### src/spram_params.svh
// Constants of the single-port RAM with write modes
`ifndef SPRAM_PARAMS_SVH
`define SPRAM_PARAMS_SVH

// =====================================================================
// Geometry and latency
`define SPRAM_DEPTH 16
`define SPRAM_AW 4
`define SPRAM_DW 16
`define SPRAM_LAT 2

// =====================================================================
// Memory resource and write mode codes
`define SPRAM_MT_DIST 2'h0
`define SPRAM_MT_BLOCK 2'h1
`define SPRAM_MT_LARGE 2'h2
`define SPRAM_MTYPE 2'h1
`define SPRAM_WM_RAW 2'h0
`define SPRAM_WM_RBW 2'h1
`define SPRAM_WM_NRW 2'h2
`define SPRAM_WM_BAD 2'h3

// =====================================================================
// Initial contents, two fraction bits beyond the data port
`define SPRAM_INIT_LEN 6
`define SPRAM_INIT_VEC '{32'sh00000016, 32'sh0003FFFF, 32'shFFFFFFF3, \
	32'sh00000005, 32'shFFFC0000, 32'sh00000102}
`define SPRAM_OUT_INIT 32'sh0000001B
`define SPRAM_FRAC 2
`define SPRAM_ROUND 32'sh00000002
`define SPRAM_SAT_MAX 32'sh00007FFF
`define SPRAM_SAT_MIN 32'shFFFF8000
`define SPRAM_ZERO 16'h0000

// =====================================================================
// Register map and fields
`define SPRAM_CTRL_OFS 8'h00
`define SPRAM_STAT_OFS 8'h04
`define SPRAM_DOUT_OFS 8'h08
`define SPRAM_MODE_MSB 1
`define SPRAM_MODE_LSB 0
`define SPRAM_REJ_BIT 2
`define SPRAM_MT_MSB 5
`define SPRAM_MT_LSB 4
`define SPRAM_SIZE_WORD 3'h2
`define SPRAM_HRESP_OKAY 1'h0

`endif

### src/spram_pkg.sv
// Types shared by the single-port RAM
`include "spram_params.svh"
package spram_pkg;
	typedef enum logic [1:0] {
		WM_RAW = `SPRAM_WM_RAW,
		WM_RBW = `SPRAM_WM_RBW,
		WM_NRW = `SPRAM_WM_NRW,
		WM_BAD = `SPRAM_WM_BAD
	} wmode_t;

	// One word: one type, width and binary point for all locations
	typedef logic signed [`SPRAM_DW-1:0] word_t;

	typedef struct packed {
		logic we;
		logic [`SPRAM_AW-1:0] addr;
		word_t din;
	} ram_req_t;
endpackage : spram_pkg

### src/spram_wm.sv
// Single-port RAM with selectable write modes and an AHB-Lite control port
`timescale 1ns/100ps
`include "spram_params.svh"

module spram_wm
	import spram_pkg::*;
(
	input wire logic hclk,
	input wire logic hresetn,
	input wire logic hsel,
	input wire logic [31:0] haddr,
	input wire logic [1:0] htrans,
	input wire logic hwrite,
	input wire logic [2:0] hsize,
	input wire logic [31:0] hwdata,
	input wire logic hready,
	output logic hreadyout,
	output logic hresp,
	output logic [31:0] hrdata,
	input wire ram_req_t req,
	input wire logic out_rst,
	output word_t dout
);

	// =================================================================
	// Constants and conversion
	localparam int LAT = `SPRAM_LAT;
	localparam logic [1:0] MTYPE = `SPRAM_MTYPE;
	localparam logic signed [31:0] INIT_VEC [`SPRAM_INIT_LEN] =
		`SPRAM_INIT_VEC;
	localparam logic LAT_OK = (LAT >= 1);

	// Round half up, then clamp to the data port's range
	function automatic word_t sat_round(input logic signed [31:0] v);
		logic signed [31:0] r;
		r = (v + `SPRAM_ROUND) >>> `SPRAM_FRAC;
		if (r > `SPRAM_SAT_MAX) begin
			r = `SPRAM_SAT_MAX;
		end else if (r < `SPRAM_SAT_MIN) begin
			r = `SPRAM_SAT_MIN;
		end
		return word_t'(r[`SPRAM_DW-1:0]);
	endfunction : sat_round

	// Power-up word for one location
	function automatic word_t init_word(input int i);
		word_t w;
		w = `SPRAM_ZERO;
		if (MTYPE != `SPRAM_MT_LARGE && i < `SPRAM_INIT_LEN) begin
			w = sat_round(INIT_VEC[i]);
		end
		return w;
	endfunction : init_word

	localparam word_t OUT_INIT = (MTYPE == `SPRAM_MT_LARGE) ?
		`SPRAM_ZERO : sat_round(`SPRAM_OUT_INIT);

	// =================================================================
	// Storage
	word_t mem [`SPRAM_DEPTH];
	wmode_t mode;
	word_t rd_old;
	word_t q0;
	word_t next_q0;
	logic rst_eff;

	// Address stays in range by the caller's contract
	assign rd_old = mem[req.addr];
	assign rst_eff = out_rst & LAT_OK;

	// One flip-flop word per location, loaded from the initial vector except in large builds, zero past its end
	genvar gi;
	generate
		for (gi = 0; gi < `SPRAM_DEPTH; gi++) begin : g_word
			always_ff @(posedge hclk or negedge hresetn) begin
				if (!hresetn) begin
					mem[gi] <= init_word(gi);
				end else if (req.we &&
					req.addr == `SPRAM_AW'(gi)) begin
					mem[gi] <= req.din;
				end
			end
		end
	endgenerate

	// =================================================================
	// First output stage: write-mode selection
	always_comb begin
		next_q0 = rd_old;
		if (req.we) begin
			unique case (mode)
				WM_RAW: next_q0 = req.din;
				WM_RBW: next_q0 = rd_old;
				default: next_q0 = q0;
			endcase
		end
	end

	// Output reset leaves the memory alone
	always_ff @(posedge hclk or negedge hresetn) begin
		if (!hresetn) begin
			q0 <= OUT_INIT;
		end else if (rst_eff) begin
			q0 <= OUT_INIT;
		end else begin
			q0 <= next_q0;
		end
	end

	// Further latency stages
	word_t stg [LAT];
	assign stg[0] = q0;
	genvar gk;
	generate
		for (gk = 1; gk < LAT; gk++) begin : g_lat
			always_ff @(posedge hclk or negedge hresetn) begin
				if (!hresetn) begin
					stg[gk] <= OUT_INIT;
				end else if (rst_eff) begin
					stg[gk] <= OUT_INIT;
				end else begin
					stg[gk] <= stg[gk-1];
				end
			end
		end
	endgenerate
	assign dout = stg[LAT-1];

	// =================================================================
	// AHB-Lite slave: zero wait states, always OKAY
	logic take;
	logic wr_pend;
	logic [7:0] wr_ofs;
	logic rej;
	logic [1:0] new_mode;
	logic mode_ok;
	logic ctrl_wr;
	logic stat_wr;
	logic [31:0] rd_mux;
	logic [7:0] a_ofs;

	assign hreadyout = 1'b1;
	assign hresp = `SPRAM_HRESP_OKAY;
	assign take = hsel & htrans[1] & hready;
	assign a_ofs = haddr[7:0];
	assign new_mode = hwdata[`SPRAM_MODE_MSB:`SPRAM_MODE_LSB];
	assign ctrl_wr = wr_pend && wr_ofs == `SPRAM_CTRL_OFS;
	assign stat_wr = wr_pend && wr_ofs == `SPRAM_STAT_OFS;

	// Distributed memory supports only what its output path can build
	assign mode_ok = new_mode != `SPRAM_WM_BAD &&
		!(MTYPE == `SPRAM_MT_DIST && (new_mode == `SPRAM_WM_NRW ||
		(new_mode == `SPRAM_WM_RAW && !LAT_OK)));

	// Register read selection; unmapped offsets read zero
	assign rd_mux =
		(a_ofs == `SPRAM_CTRL_OFS) ? {30'h0, mode} :
		(a_ofs == `SPRAM_STAT_OFS) ? {26'h0, MTYPE, 1'b0, rej, 2'h0} :
		(a_ofs == `SPRAM_DOUT_OFS) ? {{16{dout[15]}}, dout} : 32'h0;

	// Address phase capture and read data
	always_ff @(posedge hclk or negedge hresetn) begin
		if (!hresetn) begin
			wr_pend <= 1'b0;
			wr_ofs <= 8'h00;
			hrdata <= 32'h0;
		end else begin
			wr_pend <= take & hwrite & (hsize == `SPRAM_SIZE_WORD);
			wr_ofs <= a_ofs;
			if (take & !hwrite) begin
				hrdata <= rd_mux;
			end
		end
	end

	// Mode register, refused writes leave it unchanged
	always_ff @(posedge hclk or negedge hresetn) begin
		if (!hresetn) begin
			mode <= WM_RBW;
		end else if (ctrl_wr && mode_ok) begin
			mode <= wmode_t'(new_mode);
		end
	end

	// Sticky refusal flag, set wins over write-one-to-clear
	always_ff @(posedge hclk or negedge hresetn) begin
		if (!hresetn) begin
			rej <= 1'b0;
		end else if (ctrl_wr && !mode_ok) begin
			rej <= 1'b1;
		end else if (stat_wr && hwdata[`SPRAM_REJ_BIT]) begin
			rej <= 1'b0;
		end
	end

	// =================================================================
	// Assertions
	// A write lands in the addressed word
	AST_WRITE_STORES: assert property (
		@(posedge hclk) disable iff (!hresetn)
		req.we |=> mem[$past(req.addr)] == $past(req.din))
		else $error("written word not stored");

	// Without a write the addressed word keeps its value
	AST_MEM_HOLD: assert property (
		@(posedge hclk) disable iff (!hresetn)
		!req.we |=> mem[$past(req.addr)] == $past(rd_old))
		else $error("memory changed without a write");

	// Plain reads load the addressed word into the first stage
	AST_READ_IDLE: assert property (
		@(posedge hclk) disable iff (!hresetn)
		!req.we && !out_rst |=> q0 == $past(rd_old))
		else $error("idle read shows wrong word");

	// Read-after-write shows the new word
	AST_RAW: assert property (
		@(posedge hclk) disable iff (!hresetn)
		req.we && mode == WM_RAW && !out_rst |=>
		q0 == $past(req.din))
		else $error("read-after-write output wrong");

	// Read-before-write shows the old word
	AST_RBW: assert property (
		@(posedge hclk) disable iff (!hresetn)
		req.we && mode == WM_RBW && !out_rst |=>
		q0 == $past(rd_old) && q0 != $past(req.din) ||
		q0 == $past(req.din) && $past(rd_old) == $past(req.din))
		else $error("read-before-write output wrong");

	// No-read-on-write keeps the first stage still
	AST_NRW: assert property (
		@(posedge hclk) disable iff (!hresetn)
		req.we && mode == WM_NRW && !out_rst |=> $stable(q0))
		else $error("no-read-on-write output moved");

	// No-read-on-write still stores the word
	AST_NRW_STORES: assert property (
		@(posedge hclk) disable iff (!hresetn)
		req.we && mode == WM_NRW |=>
		mem[$past(req.addr)] == $past(req.din))
		else $error("no-read-on-write lost the word");

	// The output trails the first stage by one cycle less than the latency
	AST_LATENCY: assert property (
		@(posedge hclk) disable iff (!hresetn)
		!out_rst && !$past(out_rst) |-> dout == $past(q0, LAT-1))
		else $error("output latency wrong");

	// The last stage copies the one before it
	AST_DOUT_STAGE: assert property (
		@(posedge hclk) disable iff (!hresetn)
		!out_rst |=> dout == $past(stg[LAT-2]))
		else $error("output stage did not shift");

	// Output reset sets the output, memory untouched
	AST_OUT_RST: assert property (
		@(posedge hclk) disable iff (!hresetn)
		out_rst && !req.we |=> dout == OUT_INIT &&
		mem[$past(req.addr)] == $past(rd_old))
		else $error("output reset misbehaved");

	// Output reset also sets the first stage
	AST_OUT_RST_Q0: assert property (
		@(posedge hclk) disable iff (!hresetn)
		out_rst |=> q0 == OUT_INIT)
		else $error("output reset missed first stage");

	// A write during output reset still lands
	AST_OUT_RST_MEM: assert property (
		@(posedge hclk) disable iff (!hresetn)
		out_rst && req.we |=> mem[$past(req.addr)] == $past(req.din))
		else $error("output reset blocked a write");

	// Refused modes set the flag and keep the mode
	AST_MODE_LEGAL: assert property (
		@(posedge hclk) disable iff (!hresetn)
		ctrl_wr && !mode_ok |=> rej && $stable(mode))
		else $error("illegal mode accepted");

	// Accepted modes take effect
	AST_MODE_WRITE: assert property (
		@(posedge hclk) disable iff (!hresetn)
		ctrl_wr && mode_ok |=> mode == $past(new_mode))
		else $error("legal mode not taken");

	// The mode moves only on a control write
	AST_MODE_HOLD: assert property (
		@(posedge hclk) disable iff (!hresetn)
		!ctrl_wr |=> $stable(mode))
		else $error("mode changed without a write");

	// Write one clears the refusal flag
	AST_REJ_CLEAR: assert property (
		@(posedge hclk) disable iff (!hresetn)
		stat_wr && hwdata[`SPRAM_REJ_BIT] |=> !rej)
		else $error("refusal flag not cleared");

	// The refusal flag holds between register writes
	AST_REJ_HOLD: assert property (
		@(posedge hclk) disable iff (!hresetn)
		!ctrl_wr && !stat_wr |=> $stable(rej))
		else $error("refusal flag moved");

	// A taken read returns the selected register
	AST_HRDATA_READ: assert property (
		@(posedge hclk) disable iff (!hresetn)
		take && !hwrite |=> hrdata == $past(rd_mux))
		else $error("read data wrong");

	// Distributed builds never run unsupported modes
	AST_DIST_MODE: assert property (
		@(posedge hclk) disable iff (!hresetn)
		MTYPE == `SPRAM_MT_DIST |-> mode != WM_NRW && mode != WM_BAD)
		else $error("distributed memory in unsupported mode");

	// Distributed read-after-write needs a registered output
	AST_RAW_DIST_LAT: assert property (
		@(posedge hclk) disable iff (!hresetn)
		MTYPE == `SPRAM_MT_DIST && !LAT_OK |-> mode != WM_RAW)
		else $error("distributed read-after-write without latency");

endmodule : spram_wm

### config.mk
export PLATFORM = sky130hd
export DESIGN_NAME = spram_wm
export DESIGN_NICKNAME = d
export VERILOG_FILES = /design/src/spram_pkg.sv /design/src/spram_wm.sv
export VERILOG_INCLUDE_DIRS = /design/src
export SDC_FILE = /design/constraint.sdc
export NUM_CORES = 1
export LEC_CHECK = 0
export ABC_AREA = 1
export BUFFER_PORTS_ARGS = -buffer_cell sky130_fd_sc_hd__buf_2
export CAP_MARGIN = 0
export CORE_UTILIZATION = 50
export DETAILED_ROUTE_END_ITERATION = 8
export PLACE_DENSITY = 0.72
export RECOVER_POWER = 25
export SYNTH_ARGS = -nofsm -noshare
export SYNTH_HDL_FRONTEND = slang
export SYNTH_SLANG_ARGS = --single-unit
### constraint.sdc
create_clock -name hclk -period 2.28 [get_ports hclk]
set_clock_uncertainty 0.05 [all_clocks]
set_input_delay 0.114 -clock hclk [delete_from_list [all_inputs] [get_ports hclk]]
set_output_delay 0.114 -clock hclk [all_outputs]
set_load 0.02 [all_outputs]
==> reports/results.ini <==
[outcome]
status=finished clean

[routing]
vias=11915
ant_nets=0
wl_per_cell_um=17.12
drt_pass1_iterations=6
drc=0
routed_wl_mm=37.98
vias_per_cell=5.372
drtIter0Drc=1127

[timing]
period_share=0.9120
worst_pin_slew_ps=1184
rsz0062_at_grt=false
drv_slew=0
finalWorstSetupSlack_ps=200.6
hold_violations=0
slew_headroom=0.2108
finalSetupViolCount=0
timing.fmax_ghz=0.4809
fin_tns_setup_ps=0
post-route-min-period_ps=2079

[cells_and_area]
fillers=2472
final_nets=1910
seq_area_um2=7961
drive_gt1_frac=0.1446
antenna_cells=0
multi_input_area_um2=5135
synthToLayoutAreaGrowth_pct=17.00
final_area_um2=16520

[floorplanning]
num_io_pins=146
die_x_um=170.1
initial_core_util=0.5084
die_height_um=170.1
core_region_area_um2=27780
dieArea_um2=28920
rows=61

[clock_network]
clkSinkCount=316
clk_pin_slew_ps=60
clk_path_buf_depth=3
cts_tree=built
cts_setup_buffers=0
clk_latency_ps=520
h-tree-depth=2
cts_resized=0
cts.hold.buffers_added=33
cts_buffers=35
cts_root_buffer=clkbuf_16

[setup_path]
cp-startpoint=wr_ofs[1]
end_kind=flop
r2r-start=wr_ofs[1]
start_kind=flop
r2r_slack_ps=200
critPathCapture=rej
worstSetupPathType=flop to flop
reg2reg_depth=6
worstPathRequired_ps=2630
crit_fanout=2
cp_data_arrival_time_ps=2430
regToRegEndpoint=rej

[yosys]
syn_inst=1719
async_reset_ff_frac=1.000
synth_edf_count=0
synth_most_common_cell=nand2_1
synthDominantAreaCellType=dfrtp_1
yosys_warnings=0
yosysUniqueCellTypes=30
synthTopCellsByCount=nand2_1, dfrtp_1, o21ai_0
syn_avg_cell_area_um2=8.216
synth.area.top_cells=dfrtp_1, nand2_1, o21ai_0
synth_nets=1815
ys_ff_latch=316
synth.cell_area_um2=14120
synth_ff_type=dfrtp_1
synth_top_area_frac=0.4837
synth_seq_area_share=0.5637

[power_and_ir_drop]
p_per_area_nw_per_um2=924.2
ir_drop_mv=0.4904
total_leakage_power_nw=7.993

[placed_design]
gp_congestion=0.8423
placed_area_um2=15060
dpl_worst_slack_ps=316.4
hpwl_mm=23.58
portBuffers=89

[global_routing]
grt_pass1_vias=11599
grt_max_degree=80
grt_pass1_wl_mm=61.36
grt_overflow=0
grt_usage=0.2749
antenna_found_initial=0

[run]
cap_viol_max_count=0

[min_path]
min_path_type=primary input to flop

[layout by cell type (no fill, tap or decap), types with 2 or more instances in the layout]
cell           count
nand2_1          534
dfrtp_1          273
o21ai_0          244
nor2_1           128
a21oi_1          106
nand3_1           97
inv_1             92
buf_2             79
buf_4             50
dfstp_2           43
clkbuf_16         37
dlygate4sd3_1     33
nand4_1           22
clkbuf_1          20
o21ai_1           12
nor2_2            11
buf_12            10
clkbuf_8           9
clkinv_2           6
or2_2              5
nor4_1             4
nor3_1             3
bufinv_16          3
clkbuf_2           3
inv_2              2
a31oi_1            2
conb_1             2
[layout make-up]
type                       instances  share of cell area
timing repair buffer             190             0.08374
tap                              378             0.02862
multi-input combinational       1175              0.3107
inverter                          96             0.02196
sequential                       316              0.4818
clock buffer                      52             0.06489
clock inverter                    11            0.008253
[report_power, final]
part / switching (W) / internal [W] / leakage [nW] / total (W)
Clock: 0.00223 / 0.00360 / 0.598 / 0.00583
Sequential: 0.000508 / 0.00678 / 3.84 / 0.00729
Combinational: 0.00132 / 0.000831 / 3.55 / 0.00216
[worst max-delay path, cell delays in order (launching register included)]
cell	delay, ps
dfrtp_1	360
or2_2	310
nor4_1	410
nand3_1	120
nand2_1	70
o21ai_0	70
dlygate4sd3_1	560
[cell families (layout without fill, tap and decap cells)]
kind of cell / count (synthesis) / in the layout / synth area share
DFF: 316 / 316 / 0.5637
other: 2 / 2 / 0.0005317
buffers and inverters: 228 / 349 / 0.07176
and+or+nand+nor: 808 / 808 / 0.2343
AOI/OAI and AO/OA: 365 / 365 / 0.1297
[worst min path at each step]
stage                 start         end  slack (ps)  cells past startpoint
finish               hwrite   hrdata[5]          50                      5
detailed placement  hresetn   wr_ofs[5]          80                      1
floorplan           hresetn    dout[10]        -230                      0
global route         hwrite  hrdata[10]          70                      5
CTS                  hwrite   hrdata[3]          40                      5
global placement    hresetn   wr_ofs[4]          90                      1
[routing by layer]
| layer | part of all wire | track usage | vias to the layer above |
|---|---|---|---|
| li1 | - | - | 5717 |
| met1 | 0.41 | 0.3622 | 5620 |
| met2 | 0.47 | 0.4604 | 496 |
| met3 | 0.086 | 0.04419 | 82 |
| met4 | 0.028 | 0.09636 | 0 |
| met5 | 0 | 0 | - |
[per-stage QoR]
step	cells	hold WS (ps)	utilization	power, W
floorplan	1719	-231.6	-	0.008723
global placement	2122	91.88	0.5420	0.009364
detailed placement	2122	82.54	0.5420	0.009480
CTS	2218	35.81	0.5974	0.01539
global route	2218	68.78	0.5948	0.01608
finish	2218	46.13	0.5948	0.01527
[flip-flops by register name, indices dropped and copies added, names as in the netlist]
signal,flops
wr_ofs,8
dout,16
mode,2
q0,16
rej,1
wr_pend,1
hrdata,16
mem,256
No activity file was read; power rests on OpenSTA's default activity.
